==> src/oda_pkg.sv <==
`default_nettype none
package oda_pkg;
    // ************************************************************
    // Timing
    // ************************************************************
    localparam int CLK_HZ = 25_000_000;
    localparam int CLK_PER_US = CLK_HZ / 1_000_000;
    localparam int STOP_DLY_NS = 100_000;
    // Strictly longer than the stop delay, so one cycle is added
    localparam int STOP_CYC = (STOP_DLY_NS * CLK_PER_US) / 1000 + 1;
    localparam int FALL_DLY_NS = 25_000;
    localparam int FALL_CYC = (FALL_DLY_NS * CLK_PER_US + 999) / 1000;
    localparam int PRE_CYC = 18;
    localparam int TMR_W = 12;
    localparam int CNT_W = 9;
    localparam logic [5:0] RDIV_MIN = 6'h02;
    // ************************************************************
    // Register map
    // ************************************************************
    localparam logic [7:0] ADDR_CTRL = 8'h00;
    localparam logic [7:0] ADDR_STAT = 8'h04;
    localparam logic [7:0] ADDR_OUT0 = 8'h08;
    localparam int OUT_STRIDE = 4;
    localparam int C_RAO = 0;
    localparam int C_SW = 1;
    localparam int F_FALL = 7;
    localparam int F_RISE = 6;
    localparam int S_BUSY = 8;
    localparam int S_PIN = 9;
    localparam int S_ST_LSB = 16;
    localparam int CFG_W = 13;
    localparam logic [1:0] PWR_RUN = 2'h0;
    localparam logic [1:0] PWR_CALMUTE = 2'h1;
    localparam logic [1:0] PWR_BUF_OFF = 2'h2;
    localparam logic [1:0] PWR_ALL_OFF = 2'h3;
    localparam logic [1:0] RESP_OKAY = 2'h0;
    localparam logic [1:0] RESP_SLVERR = 2'h2;
    // ************************************************************
    // Types
    // ************************************************************
    typedef struct packed {
        logic align_en;
        logic [1:0] power;
        logic force_low;
        logic polarity;
        logic [7:0] offset;
    } oda_cfg_t;
    localparam oda_cfg_t CFG_RST = '{align_en: 1'b1, power: PWR_CALMUTE,
        force_low: 1'b0, polarity: 1'b0, offset: 8'h00};
    typedef enum logic [6:0] {
        ST_IDLE = 7'b0000001,
        ST_STOP = 7'b0000010,
        ST_HOLD = 7'b0000100,
        ST_FALL = 7'b0001000,
        ST_FB = 7'b0010000,
        ST_PRE = 7'b0100000,
        ST_OFS = 7'b1000000
    } oda_state_t;
endpackage : oda_pkg
`default_nettype wire

==> src/oda_align.sv <==
// The AXI4-Lite interface to the registers and the address map were decided locally.
`default_nettype none
module oda_align
    import oda_pkg::*;
#(
    parameter int N_OUT = 5
) (
    // Clock and reset
    input wire logic aclk,
    input wire logic aresetn,
    // AXI4-Lite write channels
    input wire logic [7:0] s_axi_awaddr,
    input wire logic s_axi_awvalid,
    output logic s_axi_awready,
    input wire logic [31:0] s_axi_wdata,
    input wire logic [3:0] s_axi_wstrb,
    input wire logic s_axi_wvalid,
    output logic s_axi_wready,
    output logic [1:0] s_axi_bresp,
    output logic s_axi_bvalid,
    input wire logic s_axi_bready,
    // AXI4-Lite read channels
    input wire logic [7:0] s_axi_araddr,
    input wire logic s_axi_arvalid,
    output logic s_axi_arready,
    output logic [31:0] s_axi_rdata,
    output logic [1:0] s_axi_rresp,
    output logic s_axi_rvalid,
    input wire logic s_axi_rready,
    // Alignment request and timing events
    input wire logic align_pin,
    input wire logic presc_tick,
    input wire logic fb_tick,
    input wire logic ref_tick,
    input wire logic rdiv_tick,
    input wire logic [5:0] rdiv_ratio,
    // Divider side
    input wire logic [N_OUT-1:0] div_clk,
    input wire logic [N_OUT-1:0] ratio_change,
    input wire logic vco_cal_active,
    // Output drive
    output logic [N_OUT-1:0] out_true,
    output logic [N_OUT-1:0] out_comp,
    output logic [N_OUT-1:0] div_run,
    output logic [N_OUT-1:0] buf_on,
    output logic bias0_on,
    output logic rdiv_retime
);
    // ************************************************************
    // Elaboration check
    // ************************************************************
    if (N_OUT < 1 || N_OUT > 8) begin : g_bad_n
        $error("N_OUT must lie between 1 and 8");
    end

    // ************************************************************
    // Decode helpers
    // ************************************************************
    // Output config window hit, index in low bits
    function automatic logic [3:0] out_sel(input logic [7:0] a);
        logic [7:0] rel;
        rel = a - ADDR_OUT0;
        out_sel = 4'h0;
        if (a >= ADDR_OUT0 && rel[1:0] == 2'h0 &&
            rel[7:2] < 6'(N_OUT)) begin
            out_sel = {1'b1, rel[4:2]};
        end
    endfunction : out_sel

    // Byte-lane merge of write data
    function automatic logic [31:0] merge(input logic [31:0] old,
        input logic [31:0] nw, input logic [3:0] strb);
        merge = old;
        for (int b = 0; b < 4; b++) begin
            if (strb[b]) begin
                merge[b*8 +: 8] = nw[b*8 +: 8];
            end
        end
    endfunction : merge

    // ************************************************************
    // Registers and state
    // ************************************************************
    oda_cfg_t cfg_q [N_OUT];
    oda_state_t st_q;
    logic rao_q, sw_q, aw_v_q, w_v_q, bvalid_q, rvalid_q;
    logic [7:0] aw_q;
    logic [31:0] w_q, rdata_q;
    logic [3:0] ws_q;
    logic [1:0] bresp_q, rresp_q;
    logic [TMR_W-1:0] tmr_q;
    logic [CNT_W-1:0] cnt_q;
    logic [N_OUT-1:0] part_q, stop_q, aligned_q, true_q, comp_q;
    logic [7:0] ofs_q [N_OUT];
    logic pin_s1_q, pin_s2_q, pin_ref_q, req_q, pin_lvl_q, rdiv_ret_q;

    logic fall_mode, rise_mode, ref_mode, sw_eff, pin_lvl, req, wr_go;
    logic [3:0] wsel, rsel;
    logic [31:0] ctrl_rd, wr_ctrl;
    logic [N_OUT-1:0] part_d, restart;
    logic rdiv_target;

    // Edge controls share offset-0 bits in reference mode
    assign fall_mode = rao_q & cfg_q[0].offset[F_FALL];
    assign rise_mode = rao_q & cfg_q[0].offset[F_RISE];
    assign ref_mode = fall_mode | rise_mode;
    assign sw_eff = sw_q & ~ref_mode;
    assign pin_lvl = ref_mode ? pin_ref_q : pin_s2_q;
    assign req = pin_lvl | sw_eff;
    assign rdiv_target = fall_mode & rise_mode &
        (rdiv_ratio >= RDIV_MIN);

    // ************************************************************
    // AXI4-Lite slave
    // ************************************************************
    assign s_axi_awready = ~aw_v_q & ~bvalid_q;
    assign s_axi_wready = ~w_v_q & ~bvalid_q;
    assign s_axi_bvalid = bvalid_q;
    assign s_axi_bresp = bresp_q;
    assign s_axi_arready = ~rvalid_q;
    assign s_axi_rvalid = rvalid_q;
    assign s_axi_rdata = rdata_q;
    assign s_axi_rresp = rresp_q;
    assign wr_go = aw_v_q & w_v_q & ~bvalid_q;
    assign wsel = out_sel(aw_q);
    assign rsel = out_sel(s_axi_araddr);
    assign ctrl_rd = {30'h0, sw_q, rao_q};
    assign wr_ctrl = merge(ctrl_rd, w_q, ws_q);

    // Address and data capture, in either order
    always_ff @(posedge aclk) begin
        if (!aresetn) begin
            aw_v_q <= 1'b0;
            aw_q <= 8'h00;
            w_v_q <= 1'b0;
            w_q <= 32'h0;
            ws_q <= 4'h0;
        end else begin
            if (s_axi_awvalid && s_axi_awready) begin
                aw_v_q <= 1'b1;
                aw_q <= s_axi_awaddr;
            end else if (wr_go) begin
                aw_v_q <= 1'b0;
            end
            if (s_axi_wvalid && s_axi_wready) begin
                w_v_q <= 1'b1;
                w_q <= s_axi_wdata;
                ws_q <= s_axi_wstrb;
            end else if (wr_go) begin
                w_v_q <= 1'b0;
            end
        end
    end

    // Write response
    always_ff @(posedge aclk) begin
        if (!aresetn) begin
            bvalid_q <= 1'b0;
            bresp_q <= RESP_OKAY;
        end else if (wr_go) begin
            bvalid_q <= 1'b1;
            bresp_q <= (aw_q == ADDR_CTRL || wsel[3]) ? RESP_OKAY
                : RESP_SLVERR;
        end else if (s_axi_bready) begin
            bvalid_q <= 1'b0;
        end
    end

    // Control register
    always_ff @(posedge aclk) begin
        if (!aresetn) begin
            rao_q <= 1'b0;
            sw_q <= 1'b0;
        end else if (wr_go && aw_q == ADDR_CTRL) begin
            rao_q <= wr_ctrl[C_RAO];
            sw_q <= wr_ctrl[C_SW];
        end
    end

    // Per-output configuration registers
    always_ff @(posedge aclk) begin
        if (!aresetn) begin
            for (int i = 0; i < N_OUT; i++) begin
                cfg_q[i] <= CFG_RST;
            end
        end else if (wr_go && wsel[3]) begin
            cfg_q[wsel[2:0]] <= CFG_W'(merge(32'(cfg_q[wsel[2:0]]),
                w_q, ws_q));
        end
    end

    // Read path, one cycle after the address
    always_ff @(posedge aclk) begin
        if (!aresetn) begin
            rvalid_q <= 1'b0;
            rdata_q <= 32'h0;
            rresp_q <= RESP_OKAY;
        end else if (s_axi_arvalid && s_axi_arready) begin
            rvalid_q <= 1'b1;
            rresp_q <= RESP_OKAY;
            if (s_axi_araddr == ADDR_CTRL) begin
                rdata_q <= ctrl_rd;
            end else if (s_axi_araddr == ADDR_STAT) begin
                rdata_q <= 32'(aligned_q);
                rdata_q[S_BUSY] <= (st_q != ST_IDLE);
                rdata_q[S_PIN] <= pin_lvl;
                rdata_q[S_ST_LSB +: 7] <= st_q;
            end else if (rsel[3]) begin
                rdata_q <= 32'(cfg_q[rsel[2:0]]);
            end else begin
                rdata_q <= 32'h0;
                rresp_q <= RESP_SLVERR;
            end
        end else if (s_axi_rready) begin
            rvalid_q <= 1'b0;
        end
    end

    // ************************************************************
    // Request capture
    // ************************************************************
    // Two-stage pin synchroniser, reference-tick sample in edge modes
    always_ff @(posedge aclk) begin
        if (!aresetn) begin
            pin_s1_q <= 1'b0;
            pin_s2_q <= 1'b0;
            pin_ref_q <= 1'b0;
        end else begin
            pin_s1_q <= align_pin;
            pin_s2_q <= pin_s1_q;
            if (ref_tick) begin
                pin_ref_q <= pin_s2_q;
            end
        end
    end

    // Request history and reference divider retime pulse
    always_ff @(posedge aclk) begin
        if (!aresetn) begin
            req_q <= 1'b0;
            pin_lvl_q <= 1'b0;
            rdiv_ret_q <= 1'b0;
        end else begin
            req_q <= req;
            pin_lvl_q <= pin_lvl;
            rdiv_ret_q <= rise_mode & pin_lvl & ~pin_lvl_q &
                (rdiv_ratio >= RDIV_MIN);
        end
    end
    assign rdiv_retime = rdiv_ret_q;

    // ************************************************************
    // Alignment sequencer
    // ************************************************************
    // Participants: own enable, divider 0 dropped in reference mode
    always_comb begin
        for (int i = 0; i < N_OUT; i++) begin
            part_d[i] = cfg_q[i].align_en;
        end
        part_d[0] = cfg_q[0].align_en & ~rao_q;
    end

    // Outputs whose start offset has been reached
    always_comb begin
        for (int i = 0; i < N_OUT; i++) begin
            restart[i] = (st_q == ST_OFS) && part_q[i] && stop_q[i] &&
                (cnt_q == CNT_W'(ofs_q[i]));
        end
    end

    // Sequence state, timers and counters
    always_ff @(posedge aclk) begin
        if (!aresetn) begin
            st_q <= ST_IDLE;
            tmr_q <= '0;
            cnt_q <= '0;
            part_q <= '0;
        end else begin
            case (st_q)
                ST_IDLE: begin
                    tmr_q <= '0;
                    if (req && !req_q) begin
                        part_q <= part_d;
                        st_q <= ST_STOP;
                    end
                end
                ST_STOP: begin
                    tmr_q <= tmr_q + 1'b1;
                    if (tmr_q == TMR_W'(STOP_CYC - 1)) begin
                        tmr_q <= '0;
                        st_q <= ST_HOLD;
                    end
                end
                ST_HOLD: begin
                    if (!req) begin
                        st_q <= fall_mode ? ST_FB : ST_FALL;
                    end
                end
                ST_FALL: begin
                    tmr_q <= tmr_q + 1'b1;
                    if (tmr_q == TMR_W'(FALL_CYC - 1)) begin
                        st_q <= ST_FB;
                    end
                end
                ST_FB: begin
                    cnt_q <= '0;
                    if (rdiv_target ? rdiv_tick : fb_tick) begin
                        st_q <= ST_PRE;
                    end
                end
                ST_PRE: begin
                    if (presc_tick) begin
                        cnt_q <= cnt_q + 1'b1;
                        if (cnt_q == CNT_W'(PRE_CYC - 1)) begin
                            cnt_q <= '0;
                            st_q <= ST_OFS;
                        end
                    end
                end
                ST_OFS: begin
                    if ((stop_q & part_q & ~restart) == '0) begin
                        st_q <= ST_IDLE;
                    end else if (presc_tick) begin
                        cnt_q <= cnt_q + 1'b1;
                    end
                end
                default: begin
                    st_q <= ST_IDLE;
                end
            endcase
        end
    end

    // Offsets latched when retiming starts
    always_ff @(posedge aclk) begin
        if (!aresetn) begin
            for (int i = 0; i < N_OUT; i++) begin
                ofs_q[i] <= 8'h00;
            end
        end else if (st_q == ST_FB) begin
            for (int i = 0; i < N_OUT; i++) begin
                ofs_q[i] <= cfg_q[i].offset;
            end
        end
    end

    // Stop flags: set after the stop delay, cleared at restart
    always_ff @(posedge aclk) begin
        if (!aresetn) begin
            stop_q <= '0;
        end else if (st_q == ST_STOP &&
            tmr_q == TMR_W'(STOP_CYC - 1)) begin
            stop_q <= part_q;
        end else begin
            stop_q <= stop_q & ~restart;
        end
    end

    // Aligned flags: completion wins over a same-cycle ratio change
    always_ff @(posedge aclk) begin
        if (!aresetn) begin
            aligned_q <= '0;
        end else if (st_q == ST_IDLE && req && !req_q) begin
            aligned_q <= aligned_q & ~part_d & ~ratio_change;
        end else begin
            aligned_q <= (aligned_q & ~ratio_change) | restart;
        end
    end

    // ************************************************************
    // Output drive
    // ************************************************************
    for (genvar g = 0; g < N_OUT; g++) begin : g_out
        logic hold_low;
        logic pwr_dn_cal;
        // Calibration mute in value 1; output 0 in reference mode also powers down
        assign pwr_dn_cal = (g == 0) && rao_q && vco_cal_active &&
            cfg_q[g].power == PWR_CALMUTE;
        assign hold_low = cfg_q[g].force_low | stop_q[g] |
            (vco_cal_active && cfg_q[g].power == PWR_CALMUTE);
        // Registered true and complement sides
        always_ff @(posedge aclk) begin
            if (!aresetn) begin
                true_q[g] <= 1'b0;
                comp_q[g] <= 1'b1;
            end else if (hold_low) begin
                true_q[g] <= cfg_q[g].polarity;
                comp_q[g] <= ~cfg_q[g].polarity;
            end else begin
                true_q[g] <= div_clk[g] ^ cfg_q[g].polarity;
                comp_q[g] <= ~(div_clk[g] ^ cfg_q[g].polarity);
            end
        end
        // Buffer off for values 2 and 3, divider only for 3
        assign buf_on[g] = (cfg_q[g].power != PWR_BUF_OFF) &&
            (cfg_q[g].power != PWR_ALL_OFF) && !pwr_dn_cal;
        assign div_run[g] = (cfg_q[g].power != PWR_ALL_OFF) &&
            !stop_q[g];
    end
    assign out_true = true_q;
    assign out_comp = comp_q;
    // Bias of output 0 removed by force-low in reference mode
    assign bias0_on = ~(rao_q & cfg_q[0].force_low);
endmodule : oda_align
`default_nettype wire

==> config.mk <==
export PLATFORM = sky130hd
export DESIGN_NAME = oda_align
export DESIGN_NICKNAME = d
export VERILOG_FILES = /design/src/oda_pkg.sv /design/src/oda_align.sv
export SDC_FILE = /design/constraint.sdc
export NUM_CORES = 1
export LEC_CHECK = 0
export BUFFER_PORTS_ARGS = -buffer_cell sky130_fd_sc_hd__buf_2
export CORE_MARGIN = 2
export CORE_UTILIZATION = 30
export CTS_BUF_LIST = sky130_fd_sc_hd__clkbuf_2 sky130_fd_sc_hd__clkbuf_4 sky130_fd_sc_hd__clkbuf_8
export DETAILED_ROUTE_END_ITERATION = 7
export PLACE_DENSITY_LB_ADDON = 0.15
export SYNTH_ARGS = -nofsm -noshare
export SYNTH_HDL_FRONTEND = slang
export SYNTH_SLANG_ARGS = --single-unit
==> constraint.sdc <==
create_clock -name aclk -period 8.6 [get_ports aclk]
set_clock_uncertainty 0.05 [all_clocks]
set_input_delay 0.43 -clock aclk [delete_from_list [all_inputs] [get_ports aclk]]
set_output_delay 0.43 -clock aclk [all_outputs]
set_load 0.01 [all_outputs]
== Word level (Yosys, flattened, before mapping) ==
Memory sizes are Yosys's and may differ from the RTL's.
Cells that the tools add are included.
Word-level totals
  register bits after elaboration: 124
  latch bits: 0
  memory bits (writable): 105
  ROM bits: 0
  input port bits: 81
  logic and storage cells: 293
  memories: 2
Memory list
  cfg_q: words 5, bits a word 13, read ports 6, clocked after Yosys merged registers in 0, wr ports 5, RTL line oda_align.sv:84  | oda_cfg_t cfg_q [N_OUT];
  ofs_q: words 5, bits a word 8, read ports 5, clocked after Yosys merged registers in 0, wr ports 5, RTL line oda_align.sv:94  | logic [7:0] ofs_q [N_OUT];
Cells by class
  $add $sub $neg: 4
  multiply operators: 0
  div/mod/pow operators: 0
  magnitude comparators: 5
  equal/unequal tests: 44
  shift-type cells: 0
  mux-type cells: 68
  bitwise logic cells: 64
  reduce and logical (&&, ||, !) cells: 72
Operators by type and width (number)
  $mux W8: 8
  $mux W7: 8
  $pmux W7 S7: 1
  $logic_and A1 B1 Y1: 46
  $mux W23: 2
  $eq A9 B8 Y1: 5
  $ne A2 B2 Y1 const B: 19
  $mux W9: 4
  $pmux W12 S3: 1
  $and A5 B5 Y5: 6
  $mux W5: 6
  $pmux W9 S3: 1
  $mux W1: 26
  $mux W13: 2
  $not A1 Y1: 18
  $or A1 B1 Y1: 17
  $ge A8 B4 Y1 const B: 2
  $logic_not A8 Y1: 2
  $sub A8 B4 Y8 const B: 2
  $not A5 Y5: 3
  $and A1 B1 Y1: 14
  $reduce_or A13 Y1: 1
  $add A12 B1 Y12 const B: 1
  $eq A12 B10 Y1 const B: 1
  32 further kinds: 61

== Depth between registers and ports, before layout ==
  word-level depth: 12
  mapped depth: 11
  depth with buffers taken out: 10

== Least setup slack after synthesis ==
No wires, ideal clock.
  kind: register to register
  start: reg st_q[0]
  end: mem ofs_q[0][0], enable pin
  data arrival time: 3.759 ns
  data required time: 8.057 ns
  slack: 4.298 ns
  cell stages (with the launch flop): 4
  path buffers: 0
  path through: dfxtp_1 -> nor4_4 -> nand2b_1 -> o21ai_0
RTL lines
  from (decl): RTL line oda_align.sv:85  | oda_state_t st_q;
  from (signal assigned): RTL line oda_align.sv:296  | st_q <= fall_mode ? ST_FB : ST_FALL;
  to (decl): RTL line oda_align.sv:94

==> metrics.csv <==
metric;value;unit
outcome;finished, final reports clean;
TNS Setup;0;ns
I/O pin count;144;
Area contributors post-synth;edfxtp_1, dfxtp_1, xor2_1, and2_1, nand2_1;
CTS Hold Buffers Added;0;
vias in the first global route;7437;
routed len/inst;17.8;µm
Mapped Avg Cell Area;10.2;µm²
Inst Count DP;1501;
maxcap violations;0;
synth unique cells;70;
Pleak;4.66;nW
largest net degree at the start of global routing;68;
Critical Path AT;3.48;ns
row count;67;
Slew Limit Fails;0;
r2r worst-path depth;7;
Worst EP required;8.76;ns
GR peak layer;met2;
Core Util, Final;35.3;%
Final min period;3.32;ns
Post-CTS Setup Bufs;0;
Final Worst Setup Slack;5.28;ns
number of vias per cell;4.68;
DP HPWL;20700;µm
hold path startpoint;s_axi_rready;
Power Total;2.27;mW
Resized cells post-CTS;0;
Chip Width;187;µm
Initial Util;30.3;%
most frequent cells in the layout;dfxtp_1, buf_2, edfxtp_1;
setup violators final;0;
Seq cells post-synth;215;
GRT met2 Usage;27.6;%
routing usage on met3;2.89;%
reg2reg setup slack;5.28;ns
root buf cell;clkbuf_8;
initial DRC count;345;
endpoints failing hold;0;
CP max stage cell;nor3_1;
Peak VDD IR;0.0974;mV
core footprint;33300;µm²
CP max FO;14;
Area Growth Syn to Fin;16.5;%
endpoint class of the critical path;register;
Max Buffers Root-to-Sink;3;
number of diodes;0;
clock transition at the registers of the reported paths;0.05;ns
DR vias;7384;
worst-skew pair later-pin latency;0.54;ns
initial antenna violation count;1;
commonest non-fill, non-tap cell in the layout;dfxtp_1;
yosys warns;0;
Worst Hold Path Cells;2;
number of synthesized flops with an enable pin;105;
TritonRoute pass-1 iters;4;
critical path class;reg2reg;
Synth Flop Type;dfxtp_1;
cell area after synthesis;10100;µm²
register area share after synthesis;53.1;%
PwrDens;193;nW/µm²
GR Overflow Total;0;
pre-CTS setup slack;5.20;ns
H-tree depth;2;
first-pass GRT wire length;43600;µm
Yosys top cell by area;edfxtp_1;
share of cells above drive strength 1;19.5;%
GRT met1 Usage;20.3;%
TritonCTS Buffers;41;
f_max;301;MHz
Cells after Synth;990;
worst hold slack;0.0478;ns
residual DRC count;0;
CTS tree;done;
die height;187;µm
RePlAce Congestion;0.791;
RSZ-0062 raised after global routing;no;
Total Routing Usage GR;16.0;%
Post-synth ARST share;0;%
Slew @ Worst Pin;0.933;ns
post-detailed-route count of antenna-violating nets;0;
worst min path class;in2reg;
fin crit share;38.6;%
DRT Wirelength;28000;µm
reg2reg start;aw_q[3];
Slew headroom;37.6;%
Non-Filler Instances;1577;
hold endpoint;s_axi_rvalid;
Clock Sinks;215;
Post-DP Area;10900;µm²
final non-filler cell area;11700;µm²
Synth top area share;31.3;%
Crit path largest cell delay;0.66;ns
Nets;1183;
critical path cell sequence;inv_1 > ha_1 > a21oi_1 > nor3_2 > nand4_1 > nor3_1 > nand2b_1;
Setup crit start kind;register;
IO Port Bufs;107;
DIE AREA;35100;µm²
RR Endpoint;cfg_q[0][9];
## area by class of cell
cell class | instances | area [µm²]
Tap cell | 448 | 561
Sequential cell | 215 | 5360
Clock inverter | 14 | 76.3
Timing Repair Buffer | 112 | 573
Inverter | 30 | 113
Clock buffer | 62 | 734
Multi-Input combinational cell | 696 | 4340
Fill cell | 3485 | 21500
## synthesized netlist by cell type (all sizes together) (2+ instances only)
library cell	count
buf	31
a211oi	4
nand4b	2
nor3	25
and3	45
nor3b	4
o211ai	5
mux2	5
a31o	2
and2	62
o21ai	35
xnor2	6
nor4b	6
nand2	102
nand3	15
a22oi	15
o22ai	5
nand2b	22
mux2i	18
or3	17
clkbuf	31
nand4	9
nor4	16
nor2b	7
clkinv	2
nor2	86
inv	28
xor2	54
a221oi	8
or4	4
edfxtp	105
a311oi	6
a21oi	64
ha	6
nand3b	3
dfxtp	110
o31ai	3
a31oi	7
mux4	2
## per-layer routing
metal  wire [µm]  part of all wire (%)
met4         629                   2.2
met3        1270                   4.5
met2       13700                    49
met5          11                 0.039
met1       12400                    44
## power by group
part / switching, mW / total [mW] / internal (mW)
combinational: 0.0970 / 0.149 / 0.0516
clock: 0.432 / 0.981 / 0.549
sequential: 0.0303 / 1.14 / 1.11
total: 0.559 / 2.27 / 1.71
## sequential cells by signal, indices dropped and copies added (netlist names), 2 cells and up
name,flops
s_axi_rdata,20
ws_q,2
cnt_q,9
part_q,5
aligned_q,5
out_true,5
out_comp,5
w_q,13
ofs_q,40
aw_q,8
cfg_q,65
st_q,7
stop_q,5
tmr_q,12
## worst max path at each step
| stage | startpoint | endpoint | slack (ns) | cells after the start |
|---|---|---|---|---|
| 4_1_cts | aw_q[3] | cfg_q[0][9] | 5.23 | 7 |
| 5_1_grt | aw_q[3] | cfg_q[0][11] | 4.94 | 7 |
| 2_1_floorplan | st_q[0] | ofs_q[0][0] | 4.30 | 3 |
| 6_report | aw_q[3] | cfg_q[0][9] | 5.28 | 7 |
| 3_3_place_gp | aw_q[3] | cfg_q[0][12] | 5.22 | 7 |
| 3_5_place_dp | s_axi_araddr[3] | s_axi_rdata[5] | 5.20 | 10 |
## logic make-up after synthesis
kind of cell,share of synthesized area (%)
buffers and inverters,4.54
adders and majority gates,0.744
DFF,53.1
AOI/OAI and AO/OA,10.4
other,0.0372
xor gates and xnor gates,5.21
muxes,2.79
and+or+nand+nor,23.2
## critical path: cells and delay by family (launching register included)
| family | cells | cell delay (ns) |
|---|---|---|
| simple gates | 4 | 1.80 |
| flops | 1 | 0.50 |
| fa+ha+maj | 1 | 0.46 |
| buf+inv | 1 | 0.10 |
| compound gates | 1 | 0.10 |
Power figures use the tool's default switching activity.
